**src/common/pdld_pkg.sv**
```systemverilog
// constants and types shared by the divider paths and lock detectors
package pdld_pkg;

    // operating modes of the clock conditioner
    typedef enum logic [2:0] {
        PDLD_DUAL_INT,
        PDLD_DUAL_INT_ZD,
        PDLD_DUAL_EXT,
        PDLD_DUAL_EXT_ZD,
        PDLD_SINGLE_INT,
        PDLD_SINGLE_INT_ZD,
        PDLD_SINGLE_EXT
    } pdld_mode_t;

    // lock detector sequencing
    typedef enum logic [1:0] {
        PDLD_LD_IDLE,
        PDLD_LD_WAIT_FB,
        PDLD_LD_WAIT_REF
    } pdld_ld_state_t;

    // field widths
    localparam int PDLD_PRE_W   = 8;
    localparam int PDLD_L1R_W   = 14;
    localparam int PDLD_L1N_W   = 14;
    localparam int PDLD_OSCD_W  = 3;
    localparam int PDLD_VCOD_W  = 3;
    localparam int PDLD_OUTD_W  = 11;
    localparam int PDLD_L2P_W   = 4;
    localparam int PDLD_L2N_W   = 19;
    localparam int PDLD_L2R_W   = 12;
    localparam int PDLD_WND_W   = 8;
    localparam int PDLD_CNT_W   = 18;
    localparam int PDLD_DIV_W   = 19;

    // documented divide ranges
    localparam logic [PDLD_L2P_W-1:0] PDLD_L2P_MIN = 4'h2;
    localparam logic [PDLD_L2P_W-1:0] PDLD_L2P_MAX = 4'h8;
    localparam logic [PDLD_L2N_W-1:0] PDLD_L2N_MIN = 19'h0_0001;
    localparam logic [PDLD_L2N_W-1:0] PDLD_L2N_MAX = 19'h4_03E7;

    // divider chain stage indices
    localparam int PDLD_ST_PRE   = 0;
    localparam int PDLD_ST_L1R   = 1;
    localparam int PDLD_ST_OSCD  = 2;
    localparam int PDLD_ST_L1N   = 3;
    localparam int PDLD_ST_VCOD  = 4;
    localparam int PDLD_ST_OUTD  = 5;
    localparam int PDLD_ST_L2P   = 6;
    localparam int PDLD_ST_L2N   = 7;
    localparam int PDLD_ST_L2R   = 8;
    localparam int PDLD_N_STAGES = 9;

    // reset values
    localparam logic [PDLD_DIV_W-1:0] PDLD_CNT_RST  = 19'h0_0000;
    localparam logic [PDLD_DIV_W-1:0] PDLD_DIV_ONE  = 19'h0_0001;
    localparam logic [PDLD_CNT_W-1:0] PDLD_LCNT_RST = 18'h0_0000;
    localparam logic [PDLD_CNT_W-1:0] PDLD_LCNT_ONE = 18'h0_0001;
    localparam logic [PDLD_WND_W-1:0] PDLD_SEP_RST  = 8'h00;
    localparam logic [PDLD_WND_W-1:0] PDLD_SEP_ONE  = 8'h01;

endpackage : pdld_pkg

```
**src/common/pdld_ldet_if.sv**
```systemverilog
// phase detector edges, lock settings and lock results of one detector
`timescale 1ns/1ps
interface pdld_ldet_if;
    import pdld_pkg::*;
    logic                  ref_pulse;
    logic                  fb_pulse;
    logic [PDLD_WND_W-1:0] window;
    logic [PDLD_CNT_W-1:0] count;
    logic                  locked;
    logic                  event_pulse;

    modport det (
        input  ref_pulse,
        input  fb_pulse,
        input  window,
        input  count,
        output locked,
        output event_pulse
    );
    modport ctl (
        output ref_pulse,
        output fb_pulse,
        output window,
        output count,
        input  locked,
        input  event_pulse
    );
endinterface : pdld_ldet_if

```
**src/hw/pdld_lock_det.sv**
```systemverilog
// digital lock detector for one event: window check and qualifying count
`timescale 1ns/1ps
module pdld_lock_det
    import pdld_pkg::*;
(
    // clock and reset
    input  wire logic sys_clk_i,
    input  wire logic arst_n_i,
    // detector port
    pdld_ldet_if.det  ld
);

    pdld_ld_state_t        state;
    logic [PDLD_WND_W-1:0] sep;
    logic [PDLD_CNT_W-1:0] good_cnt;
    logic                  good;
    logic                  bad;
    logic                  next_locked;

    // one comparison per phase detector cycle; separation within window is good
    always_comb begin
        good = 1'b0;
        bad  = 1'b0;
        case (state)
            PDLD_LD_IDLE: begin
                good = ld.ref_pulse && ld.fb_pulse;
            end
            PDLD_LD_WAIT_FB: begin
                good = ld.fb_pulse && (sep < ld.window);
                bad  = (ld.ref_pulse && !ld.fb_pulse) || (!ld.fb_pulse && sep >= ld.window);
            end
            PDLD_LD_WAIT_REF: begin
                good = ld.ref_pulse && (sep < ld.window);
                bad  = (ld.fb_pulse && !ld.ref_pulse) || (!ld.ref_pulse && sep >= ld.window);
            end
            default: begin
                bad = 1'b1;
            end
        endcase
    end

    always_ff @(posedge sys_clk_i or negedge arst_n_i) begin
        if (!arst_n_i) begin
            state <= PDLD_LD_IDLE;
            sep   <= PDLD_SEP_RST;
        end else if (good) begin
            state <= PDLD_LD_IDLE;
            sep   <= PDLD_SEP_RST;
        end else if (state == PDLD_LD_IDLE || bad) begin
            // a doubled edge restarts the pairing from the new edge; a timeout without one returns to idle
            sep <= PDLD_SEP_RST;
            if (ld.ref_pulse) begin
                state <= PDLD_LD_WAIT_FB;
            end else if (ld.fb_pulse) begin
                state <= PDLD_LD_WAIT_REF;
            end else begin
                state <= PDLD_LD_IDLE;
            end
        end else begin
            sep <= sep + PDLD_SEP_ONE;
        end
    end

    // saturate so a long lock never wraps into a false restart
    always_ff @(posedge sys_clk_i or negedge arst_n_i) begin
        if (!arst_n_i) begin
            good_cnt <= PDLD_LCNT_RST;
        end else if (bad) begin
            good_cnt <= PDLD_LCNT_RST;
        end else if (good && good_cnt != {PDLD_CNT_W{1'b1}}) begin
            good_cnt <= good_cnt + PDLD_LCNT_ONE;
        end
    end

    // lock needs count good cycles, never sooner than count pd periods
    assign next_locked = !bad && good && ((good_cnt + PDLD_LCNT_ONE) >= ld.count);

    always_ff @(posedge sys_clk_i or negedge arst_n_i) begin
        if (!arst_n_i) begin
            ld.locked      <= 1'b0;
            ld.event_pulse <= 1'b0;
        end else begin
            ld.event_pulse <= next_locked && !ld.locked;
            if (bad) begin
                ld.locked <= 1'b0;
            end else if (next_locked) begin
                ld.locked <= 1'b1;
            end
        end
    end

endmodule : pdld_lock_det

```
**src/hw/pdld_top.sv**
```systemverilog
// divider path selection for both loops and the three lock detectors
`timescale 1ns/1ps
module pdld_top
    import pdld_pkg::*;
(
    // clock and reset
    input  wire logic                   sys_clk_i,
    input  wire logic                   arst_n_i,
    // source clocks, sampled as levels
    input  wire logic                   clkin_i,
    input  wire logic                   osc_in_i,
    input  wire logic                   vco_i,
    // mode and path selection
    input  wire pdld_mode_t             mode_i,
    input  wire logic                   osc_output_path_i,
    input  wire logic                   vco_path_select_i,
    input  wire logic                   loop2_ref_doubler_en_i,
    input  wire logic                   vco_cal_active_i,
    // divider settings
    input  wire logic [PDLD_PRE_W-1:0]  input_prescaler_div_i,
    input  wire logic [PDLD_L1R_W-1:0]  loop1_ref_div_i,
    input  wire logic [PDLD_L1N_W-1:0]  loop1_fb_div_i,
    input  wire logic [PDLD_OSCD_W-1:0] osc_in_a_i,
    input  wire logic [PDLD_VCOD_W-1:0] vco_post_div_i,
    input  wire logic [PDLD_OUTD_W-1:0] output_channel_div_i,
    input  wire logic [PDLD_L2R_W-1:0]  loop2_ref_div_i,
    input  wire logic [PDLD_L2P_W-1:0]  loop2_fb_prescaler_i,
    input  wire logic [PDLD_L2N_W-1:0]  loop2_fb_div_i,
    input  wire logic [PDLD_L2N_W-1:0]  loop2_cal_fb_div_i,
    // lock detect settings
    input  wire logic [PDLD_WND_W-1:0]  loop1_lock_window_i,
    input  wire logic [PDLD_CNT_W-1:0]  loop1_lock_count_i,
    input  wire logic [PDLD_WND_W-1:0]  loop2_lock_window_i,
    input  wire logic [PDLD_CNT_W-1:0]  loop2_lock_count_i,
    input  wire logic [PDLD_CNT_W-1:0]  holdover_exit_count_i,
    // holdover control
    input  wire logic                   holdover_enter_i,
    // phase detector inputs
    output logic                        loop1_pd_ref_o,
    output logic                        loop1_pd_fb_o,
    output logic                        loop2_pd_ref_o,
    output logic                        loop2_pd_fb_o,
    // lock status
    output logic                        loop1_locked_o,
    output logic                        loop2_locked_o,
    output logic                        loop1_lock_event_o,
    output logic                        loop2_lock_event_o,
    output logic                        holdover_exit_event_o,
    output logic                        in_holdover_o,
    output logic                        settings_err_o
);

    logic                  clkin_q;
    logic                  osc_q;
    logic                  vco_q;
    logic                  clkin_rise;
    logic                  osc_rise;
    logic                  osc_edge;
    logic                  vco_rise;
    logic                  ext_vco;
    logic                  zero_delay_dual;
    logic                  single_zd;
    logic                  cal_path;
    logic                  vco_src;

    logic [PDLD_DIV_W-1:0] st_cnt [PDLD_N_STAGES];
    logic [PDLD_DIV_W-1:0] st_div [PDLD_N_STAGES];
    logic                  st_in  [PDLD_N_STAGES];
    logic                  st_out [PDLD_N_STAGES];

    pdld_ldet_if ld1 ();
    pdld_ldet_if ld2 ();
    pdld_ldet_if ldh ();

    // edge detection on the sampled source levels
    always_ff @(posedge sys_clk_i or negedge arst_n_i) begin
        if (!arst_n_i) begin
            clkin_q <= 1'b0;
            osc_q   <= 1'b0;
            vco_q   <= 1'b0;
        end else begin
            clkin_q <= clkin_i;
            osc_q   <= osc_in_i;
            vco_q   <= vco_i;
        end
    end

    assign clkin_rise = clkin_i && !clkin_q;
    assign osc_rise   = osc_in_i && !osc_q;
    assign vco_rise   = vco_i && !vco_q;
    // doubling uses both osc edges, twice the rising-edge rate
    assign osc_edge   = loop2_ref_doubler_en_i ? (osc_in_i ^ osc_q) : osc_rise;

    // mode decode
    assign ext_vco         = (mode_i == PDLD_DUAL_EXT) || (mode_i == PDLD_DUAL_EXT_ZD)
                             || (mode_i == PDLD_SINGLE_EXT);
    assign zero_delay_dual = (mode_i == PDLD_DUAL_INT_ZD) || (mode_i == PDLD_DUAL_EXT_ZD);
    assign single_zd       = (mode_i == PDLD_SINGLE_INT_ZD);
    assign cal_path        = vco_cal_active_i && !ext_vco;
    // post divider only exists in the internal vco path
    assign vco_src         = (!ext_vco && vco_path_select_i) ? st_out[PDLD_ST_VCOD]
                                                              : vco_rise;

    // stage inputs and divide values of the divider chains
    always_comb begin
        st_in[PDLD_ST_PRE]  = clkin_rise;
        st_div[PDLD_ST_PRE] = PDLD_DIV_W'(input_prescaler_div_i);
        st_in[PDLD_ST_L1R]  = st_out[PDLD_ST_PRE];
        st_div[PDLD_ST_L1R] = PDLD_DIV_W'(loop1_ref_div_i);

        st_in[PDLD_ST_OSCD]  = osc_rise;
        st_div[PDLD_ST_OSCD] = PDLD_DIV_W'(osc_in_a_i);
        st_in[PDLD_ST_L1N]   = zero_delay_dual ? st_out[PDLD_ST_OUTD]
                             : (osc_output_path_i ? st_out[PDLD_ST_OSCD]
                                                  : osc_rise);
        st_div[PDLD_ST_L1N]  = PDLD_DIV_W'(loop1_fb_div_i);

        st_in[PDLD_ST_VCOD]  = vco_rise;
        st_div[PDLD_ST_VCOD] = PDLD_DIV_W'(vco_post_div_i);
        st_in[PDLD_ST_OUTD]  = vco_src;
        st_div[PDLD_ST_OUTD] = PDLD_DIV_W'(output_channel_div_i);

        st_in[PDLD_ST_L2P]   = vco_src;
        st_div[PDLD_ST_L2P]  = PDLD_DIV_W'(loop2_fb_prescaler_i);
        if (cal_path) begin
            st_in[PDLD_ST_L2N]  = st_out[PDLD_ST_L2P];
            st_div[PDLD_ST_L2N] = loop2_cal_fb_div_i;
        end else if (single_zd) begin
            st_in[PDLD_ST_L2N]  = st_out[PDLD_ST_OUTD];
            st_div[PDLD_ST_L2N] = loop2_fb_div_i;
        end else begin
            st_in[PDLD_ST_L2N]  = st_out[PDLD_ST_L2P];
            st_div[PDLD_ST_L2N] = loop2_fb_div_i;
        end

        st_in[PDLD_ST_L2R]   = osc_edge;
        st_div[PDLD_ST_L2R]  = PDLD_DIV_W'(loop2_ref_div_i);
    end

    // every stage counts input pulses and emits one per divide value;
    // a value of zero behaves as divide by one rather than stalling
    always_ff @(posedge sys_clk_i or negedge arst_n_i) begin
        if (!arst_n_i) begin
            for (int i = 0; i < PDLD_N_STAGES; i++) begin
                st_cnt[i] <= PDLD_CNT_RST;
                st_out[i] <= 1'b0;
            end
        end else begin
            for (int i = 0; i < PDLD_N_STAGES; i++) begin
                if (!st_in[i]) begin
                    st_out[i] <= 1'b0;
                end else if ((st_cnt[i] + PDLD_DIV_ONE) >= st_div[i]) begin
                    st_cnt[i] <= PDLD_CNT_RST;
                    st_out[i] <= 1'b1;
                end else begin
                    st_cnt[i] <= st_cnt[i] + PDLD_DIV_ONE;
                    st_out[i] <= 1'b0;
                end
            end
        end
    end

    // phase detector edges, registered once more for clean outputs
    always_ff @(posedge sys_clk_i or negedge arst_n_i) begin
        if (!arst_n_i) begin
            loop1_pd_ref_o <= 1'b0;
            loop1_pd_fb_o  <= 1'b0;
            loop2_pd_ref_o <= 1'b0;
            loop2_pd_fb_o  <= 1'b0;
        end else begin
            loop1_pd_ref_o <= st_out[PDLD_ST_L1R];
            loop1_pd_fb_o  <= st_out[PDLD_ST_L1N];
            loop2_pd_ref_o <= st_out[PDLD_ST_L2R];
            loop2_pd_fb_o  <= st_out[PDLD_ST_L2N];
        end
    end

    // out-of-range loop2 prescaler and loop2_fb_div_i flagged; the chain still runs
    always_ff @(posedge sys_clk_i or negedge arst_n_i) begin
        if (!arst_n_i) begin
            settings_err_o <= 1'b0;
        end else begin
            settings_err_o <= (loop2_fb_prescaler_i < PDLD_L2P_MIN)
                              || (loop2_fb_prescaler_i > PDLD_L2P_MAX)
                              || (loop2_fb_div_i < PDLD_L2N_MIN)
                              || (loop2_fb_div_i > PDLD_L2N_MAX);
        end
    end

    // detector wiring: loop1 window shared by loop1 lock and holdover exit
    assign ld1.ref_pulse = st_out[PDLD_ST_L1R];
    assign ld1.fb_pulse  = st_out[PDLD_ST_L1N];
    assign ld1.window    = loop1_lock_window_i;
    assign ld1.count     = loop1_lock_count_i;
    assign ld2.ref_pulse = st_out[PDLD_ST_L2R];
    assign ld2.fb_pulse  = st_out[PDLD_ST_L2N];
    assign ld2.window    = loop2_lock_window_i;
    assign ld2.count     = loop2_lock_count_i;
    assign ldh.ref_pulse = st_out[PDLD_ST_L1R];
    assign ldh.fb_pulse  = st_out[PDLD_ST_L1N];
    assign ldh.window    = loop1_lock_window_i;
    assign ldh.count     = holdover_exit_count_i;

    pdld_lock_det u_ld1 (
        .sys_clk_i (sys_clk_i),
        .arst_n_i  (arst_n_i),
        .ld        (ld1.det)
    );

    pdld_lock_det u_ld2 (
        .sys_clk_i (sys_clk_i),
        .arst_n_i  (arst_n_i),
        .ld        (ld2.det)
    );

    pdld_lock_det u_ldh (
        .sys_clk_i (sys_clk_i),
        .arst_n_i  (arst_n_i),
        .ld        (ldh.det)
    );

    // lock indications and holdover exit event
    always_ff @(posedge sys_clk_i or negedge arst_n_i) begin
        if (!arst_n_i) begin
            loop1_locked_o        <= 1'b0;
            loop2_locked_o        <= 1'b0;
            loop1_lock_event_o    <= 1'b0;
            loop2_lock_event_o    <= 1'b0;
            holdover_exit_event_o <= 1'b0;
        end else begin
            loop1_locked_o        <= ld1.locked;
            loop2_locked_o        <= ld2.locked;
            loop1_lock_event_o    <= ld1.event_pulse;
            loop2_lock_event_o    <= ld2.event_pulse;
            holdover_exit_event_o <= ldh.event_pulse && in_holdover_o;
        end
    end

    // exit only counts while in holdover; an entry request in the same cycle wins
    always_ff @(posedge sys_clk_i or negedge arst_n_i) begin
        if (!arst_n_i) begin
            in_holdover_o <= 1'b0;
        end else if (holdover_enter_i) begin
            in_holdover_o <= 1'b1;
        end else if (ldh.event_pulse) begin
            in_holdover_o <= 1'b0;
        end
    end

endmodule : pdld_top

```
**config.mk**
```make
export PLATFORM = sky130hd
export DESIGN_NAME = pdld_top
export DESIGN_NICKNAME = d
export VERILOG_FILES = /design/src/common/pdld_pkg.sv /design/src/common/pdld_ldet_if.sv /design/src/hw/pdld_lock_det.sv /design/src/hw/pdld_top.sv
export SDC_FILE = /design/constraint.sdc
export NUM_CORES = 1
export LEC_CHECK = 0
export ABC_AREA = 1
export BUFFER_PORTS_ARGS = -buffer_cell sky130_fd_sc_hd__buf_4
export CORE_MARGIN = 5
export CORE_UTILIZATION = 35
export CTS_BUF_LIST = sky130_fd_sc_hd__clkbuf_16
export CTS_CLUSTER_SIZE = 20
export DETAILED_ROUTE_END_ITERATION = 10
export PLACE_DENSITY_LB_ADDON = 0.15
export SLEW_MARGIN = 20
export SYNTH_ARGS = -nofsm -noshare
export SYNTH_HDL_FRONTEND = slang
export SYNTH_SLANG_ARGS = --single-unit
export TNS_END_PERCENT = 30
```
**constraint.sdc**
```tcl
create_clock -name sys_clk_i -period 4.1 [get_ports sys_clk_i]
set_clock_uncertainty 0.2 [all_clocks]
set_input_delay 0.82 -clock sys_clk_i [delete_from_list [all_inputs] [get_ports sys_clk_i]]
set_output_delay 0.82 -clock sys_clk_i [all_outputs]
set_load 0.01 [all_outputs]
```
==> out/results.ini <==
[placed_design]
placed_cells = 3960
io_buffer_count = 200
hpwl_um = 40800
gp_congestion = 0.881

[worst_setup_path]
critPathCaptureType = flip-flop
crit_arrival_ns = 3.70
path_cells = ha_1 > nand3_1 > nor2_2 > nand2_1 > nor2_1 > xor2_1 > ha_1 > nand2_1 > nor2_1 > and2_1 > nand2_1 > nand3_1 > nand2_1 > nand2_1 > nand2_1 > nand3_2 > o21ai_0
required_ns = 4.35
cp-start-kind = flip-flop
worstRegToRegCells = 17
crit_fanout = 14
path_class = reg2reg
critPathSlowestCell = dfrtp_1
slowest_delay_ns = 0.49
crit_top_cell = nand2_1

[outcome]
outcome = completed

[timing]
finalMaxSlewViolations = 0
relSlewSlack = 0.377
finalSetupViolations = 0
grt_setup_unrepaired = false
timing.hold.ws_ns = 0.0638
post-route-period-util = 0.843
min_period_ns = 3.46
clock.fmax_mhz = 289
hold_viol_final = 0
setup_tns_ns = 0
tightest_slew_ns = 0.934

[floorplan]
core_area_um2 = 60100
die_y_um = 256
initial_core_util = 0.353
die-area_um2 = 65600
io_pins = 201
rows = 90
die_w_um = 256

[pwr]
switching_share = 0.349
power.share.clock = 0.349
p_seq_frac = 0.370
p_int_mw = 6.23
power_mw = 9.58
p_comb_frac = 0.281
power.switching_mw = 3.34
max-vdd-ir-drop_uv = 272
p_leak_nw = 13.4
power_density_nw_per_um2 = 385

[layout]
finish.utilization = 0.414
fin_cells = 4029
drive_above_1_share = 0.108
area_delta_synth_final_pct = 17.5
finalNetCount = 3598
insertedDiodeCount = 0
fillCellCount = 6281

[synthesis]
syn_nets = 3387
ys_seq_area_frac = 0.335
avgSynthCellArea_um2 = 7.05
syn-cell-area_um2 = 21200
muxShareOfSynthArea = 0.00903
synthAdderAreaFrac = 0.112
synth_simple_gate_area_frac = 0.322
synth-edff-count = 0
synth_most_common_cell = nand2_1
synth_top_family_by_area = simple AND/OR/NAND/NOR gates
synthTopCellsByCount = nand2_1, inv_1, nor2_1
synth_cell_types = 52
synth-compound-area-share = 0.0645
ys_ff_latch = 284
synth.largest_area_cell = dfrtp_1
syn_inst = 3007
async_flop_share = 1.00
synthFlopType = dfrtp_1
synth_xor_area_frac = 0.0558
ys_top_cells_by_area = dfrtp_1, nand2_1, ha_1, inv_1, nor2_1
ys_warn_count = 0
synth_top_area_share = 0.335

[clock_network]
htree_num_levels = 2
cts_root_buffer = clkbuf_16
tritoncts = done
cts_hold_buf = 0
cts_buffer_depth = 3
clock_latency_ns = 0.54
cts_setup_buffers = 0
cts_resized = 0
cts_buffers = 38
cts.sinks = 284
path_clk_slew_ns = 0.06

[routing]
routed_wl_um = 53000
drc = 0
ant_nets = 0
first_pass_iters = 5
viasPerCell = 4.80
wl_per_cell_um = 13.2
drtIter0Drc = 1005
vias = 19300

[global_routing]
grt_max_degree = 74
grt_pass1_vias = 18800
grt_pass1_wl_um = 89500
grt_usage = 0.157
gr-total-overflow = 0
antenna_found_initial = 0

[job]
drv_cap = 0

[min_path]
hp-class = in2async

layout make-up:
cell class	instances	area (um^2)	area share
multi-input cells	2168	12000	0.480
flip-flops and latches	284	7110	0.285
inverters	502	1890	0.0757
repair buffers	224	1730	0.0693
clock buffers	41	1030	0.0412
well taps	782	978	0.0393
clock inverters	28	234	0.00939
per-layer routing:
layer	global-route usage	wire length (um)	vias to the layer above
met5	0	0	-
met4	0.0445	1190	0
met3	0.0240	2160	72
met2	0.270	25200	354
met1	0.207	24500	8906
li1	-	-	10000
cells by family after synthesis:
group	Yosys count
and+or+nand+nor	1573
buffers and inverters	555
DFF	284
AOI/OAI and AO/OA	251
adders and majority gates	190
xor gates and xnor gates	135
muxes	19
sequential cells by signal (all words and copies together), names as in the netlist, 2 cells and up:
signal          flops
st_cnt            171
u_ld1.good_cnt     18
u_ld2.good_cnt     18
u_ldh.good_cnt     18
u_ld1.sep           8
u_ld2.sep           8
u_ldh.sep           8
st_out              4
u_ld1.state         2
u_ld2.state         2
u_ldh.state         2
critical path, delay by kind of cell (launching register included):
family,cells,cell delay (ns)
AOI/OAI and AO/OA,1,0.27
xor gates and xnor gates,1,0.22
adders and majority gates,2,0.55
and+or+nand+nor,13,1.64
DFF,1,0.49
cell usage in the layout, fill, tap and decap left out, types with 3 or more instances in the layout:
cell         n
nor4_1      15
bufinv_16    4
nand3_2     18
a21o_1       6
clkinv_1    10
buf_12       3
inv_2        3
nor2_2      17
inv_1      499
o22ai_1     12
o21ai_1     12
or2_2        6
ha_1       190
nor2_4       6
nor3_2       6
clkinv_2    11
mux2i_1     18
xnor2_1     17
a21oi_1     98
o21bai_1     5
o211ai_1     3
nor3_1      45
dfrtp_1    284
nand3_1    231
o21a_1       5
buf_4      220
clkbuf_16   41
xor2_1     118
o31ai_1      3
and3_1       4
nand2_1    739
and2_1       4
nand4_1     88
o21ai_0     94
nor2_1     380
nand2_2      7
power by group through the flow:
stage | Combinational [mW] | Sequential [mW] | Clock [mW]
after floorplan | 1.94 | 3.47 | 0
after global placement | 2.64 | 3.58 | 0
after detailed placement | 2.73 | 3.59 | 0
after CTS | 2.74 | 3.54 | 3.50
after global routing | 3.15 | 3.61 | 3.60
final | 2.69 | 3.55 | 3.34
final timing paths:
path,endpoint,slack [ns],start
max,st_cnt[96]$_DFFE_PN0P_,0.64,st_cnt[95]$_DFFE_PN0P_
min,u_ldh.good_cnt[13]$_DFFE_PN0P_,0.06,arst_n_i
max reg2reg,st_cnt[96]$_DFFE_PN0P_,0.64,st_cnt[95]$_DFFE_PN0P_
min reg2reg,loop2_lock_event_o$_DFF_PN0_,0.17,u_ld2.ld.event_pulse$_DFF_PN0_
max in group asynchronous,st_cnt[60]$_DFFE_PN0P_,2.78,arst_n_i
min in group sys_clk_i,loop2_lock_event_o$_DFF_PN0_,0.17,u_ld2.ld.event_pulse$_DFF_PN0_
per-stage QoR:
| stage | instance area [um^2] | setup WS (ns) |
|---|---|---|
| floorplan | 21200 | 0.872 |
| global placement | 23700 | 0.517 |
| detailed placement | 23700 | 0.502 |
| CTS | 24900 | 0.626 |
| global route | 24900 | 0.358 |
| finish | 24900 | 0.642 |
Power figures use the tool's default switching activity.
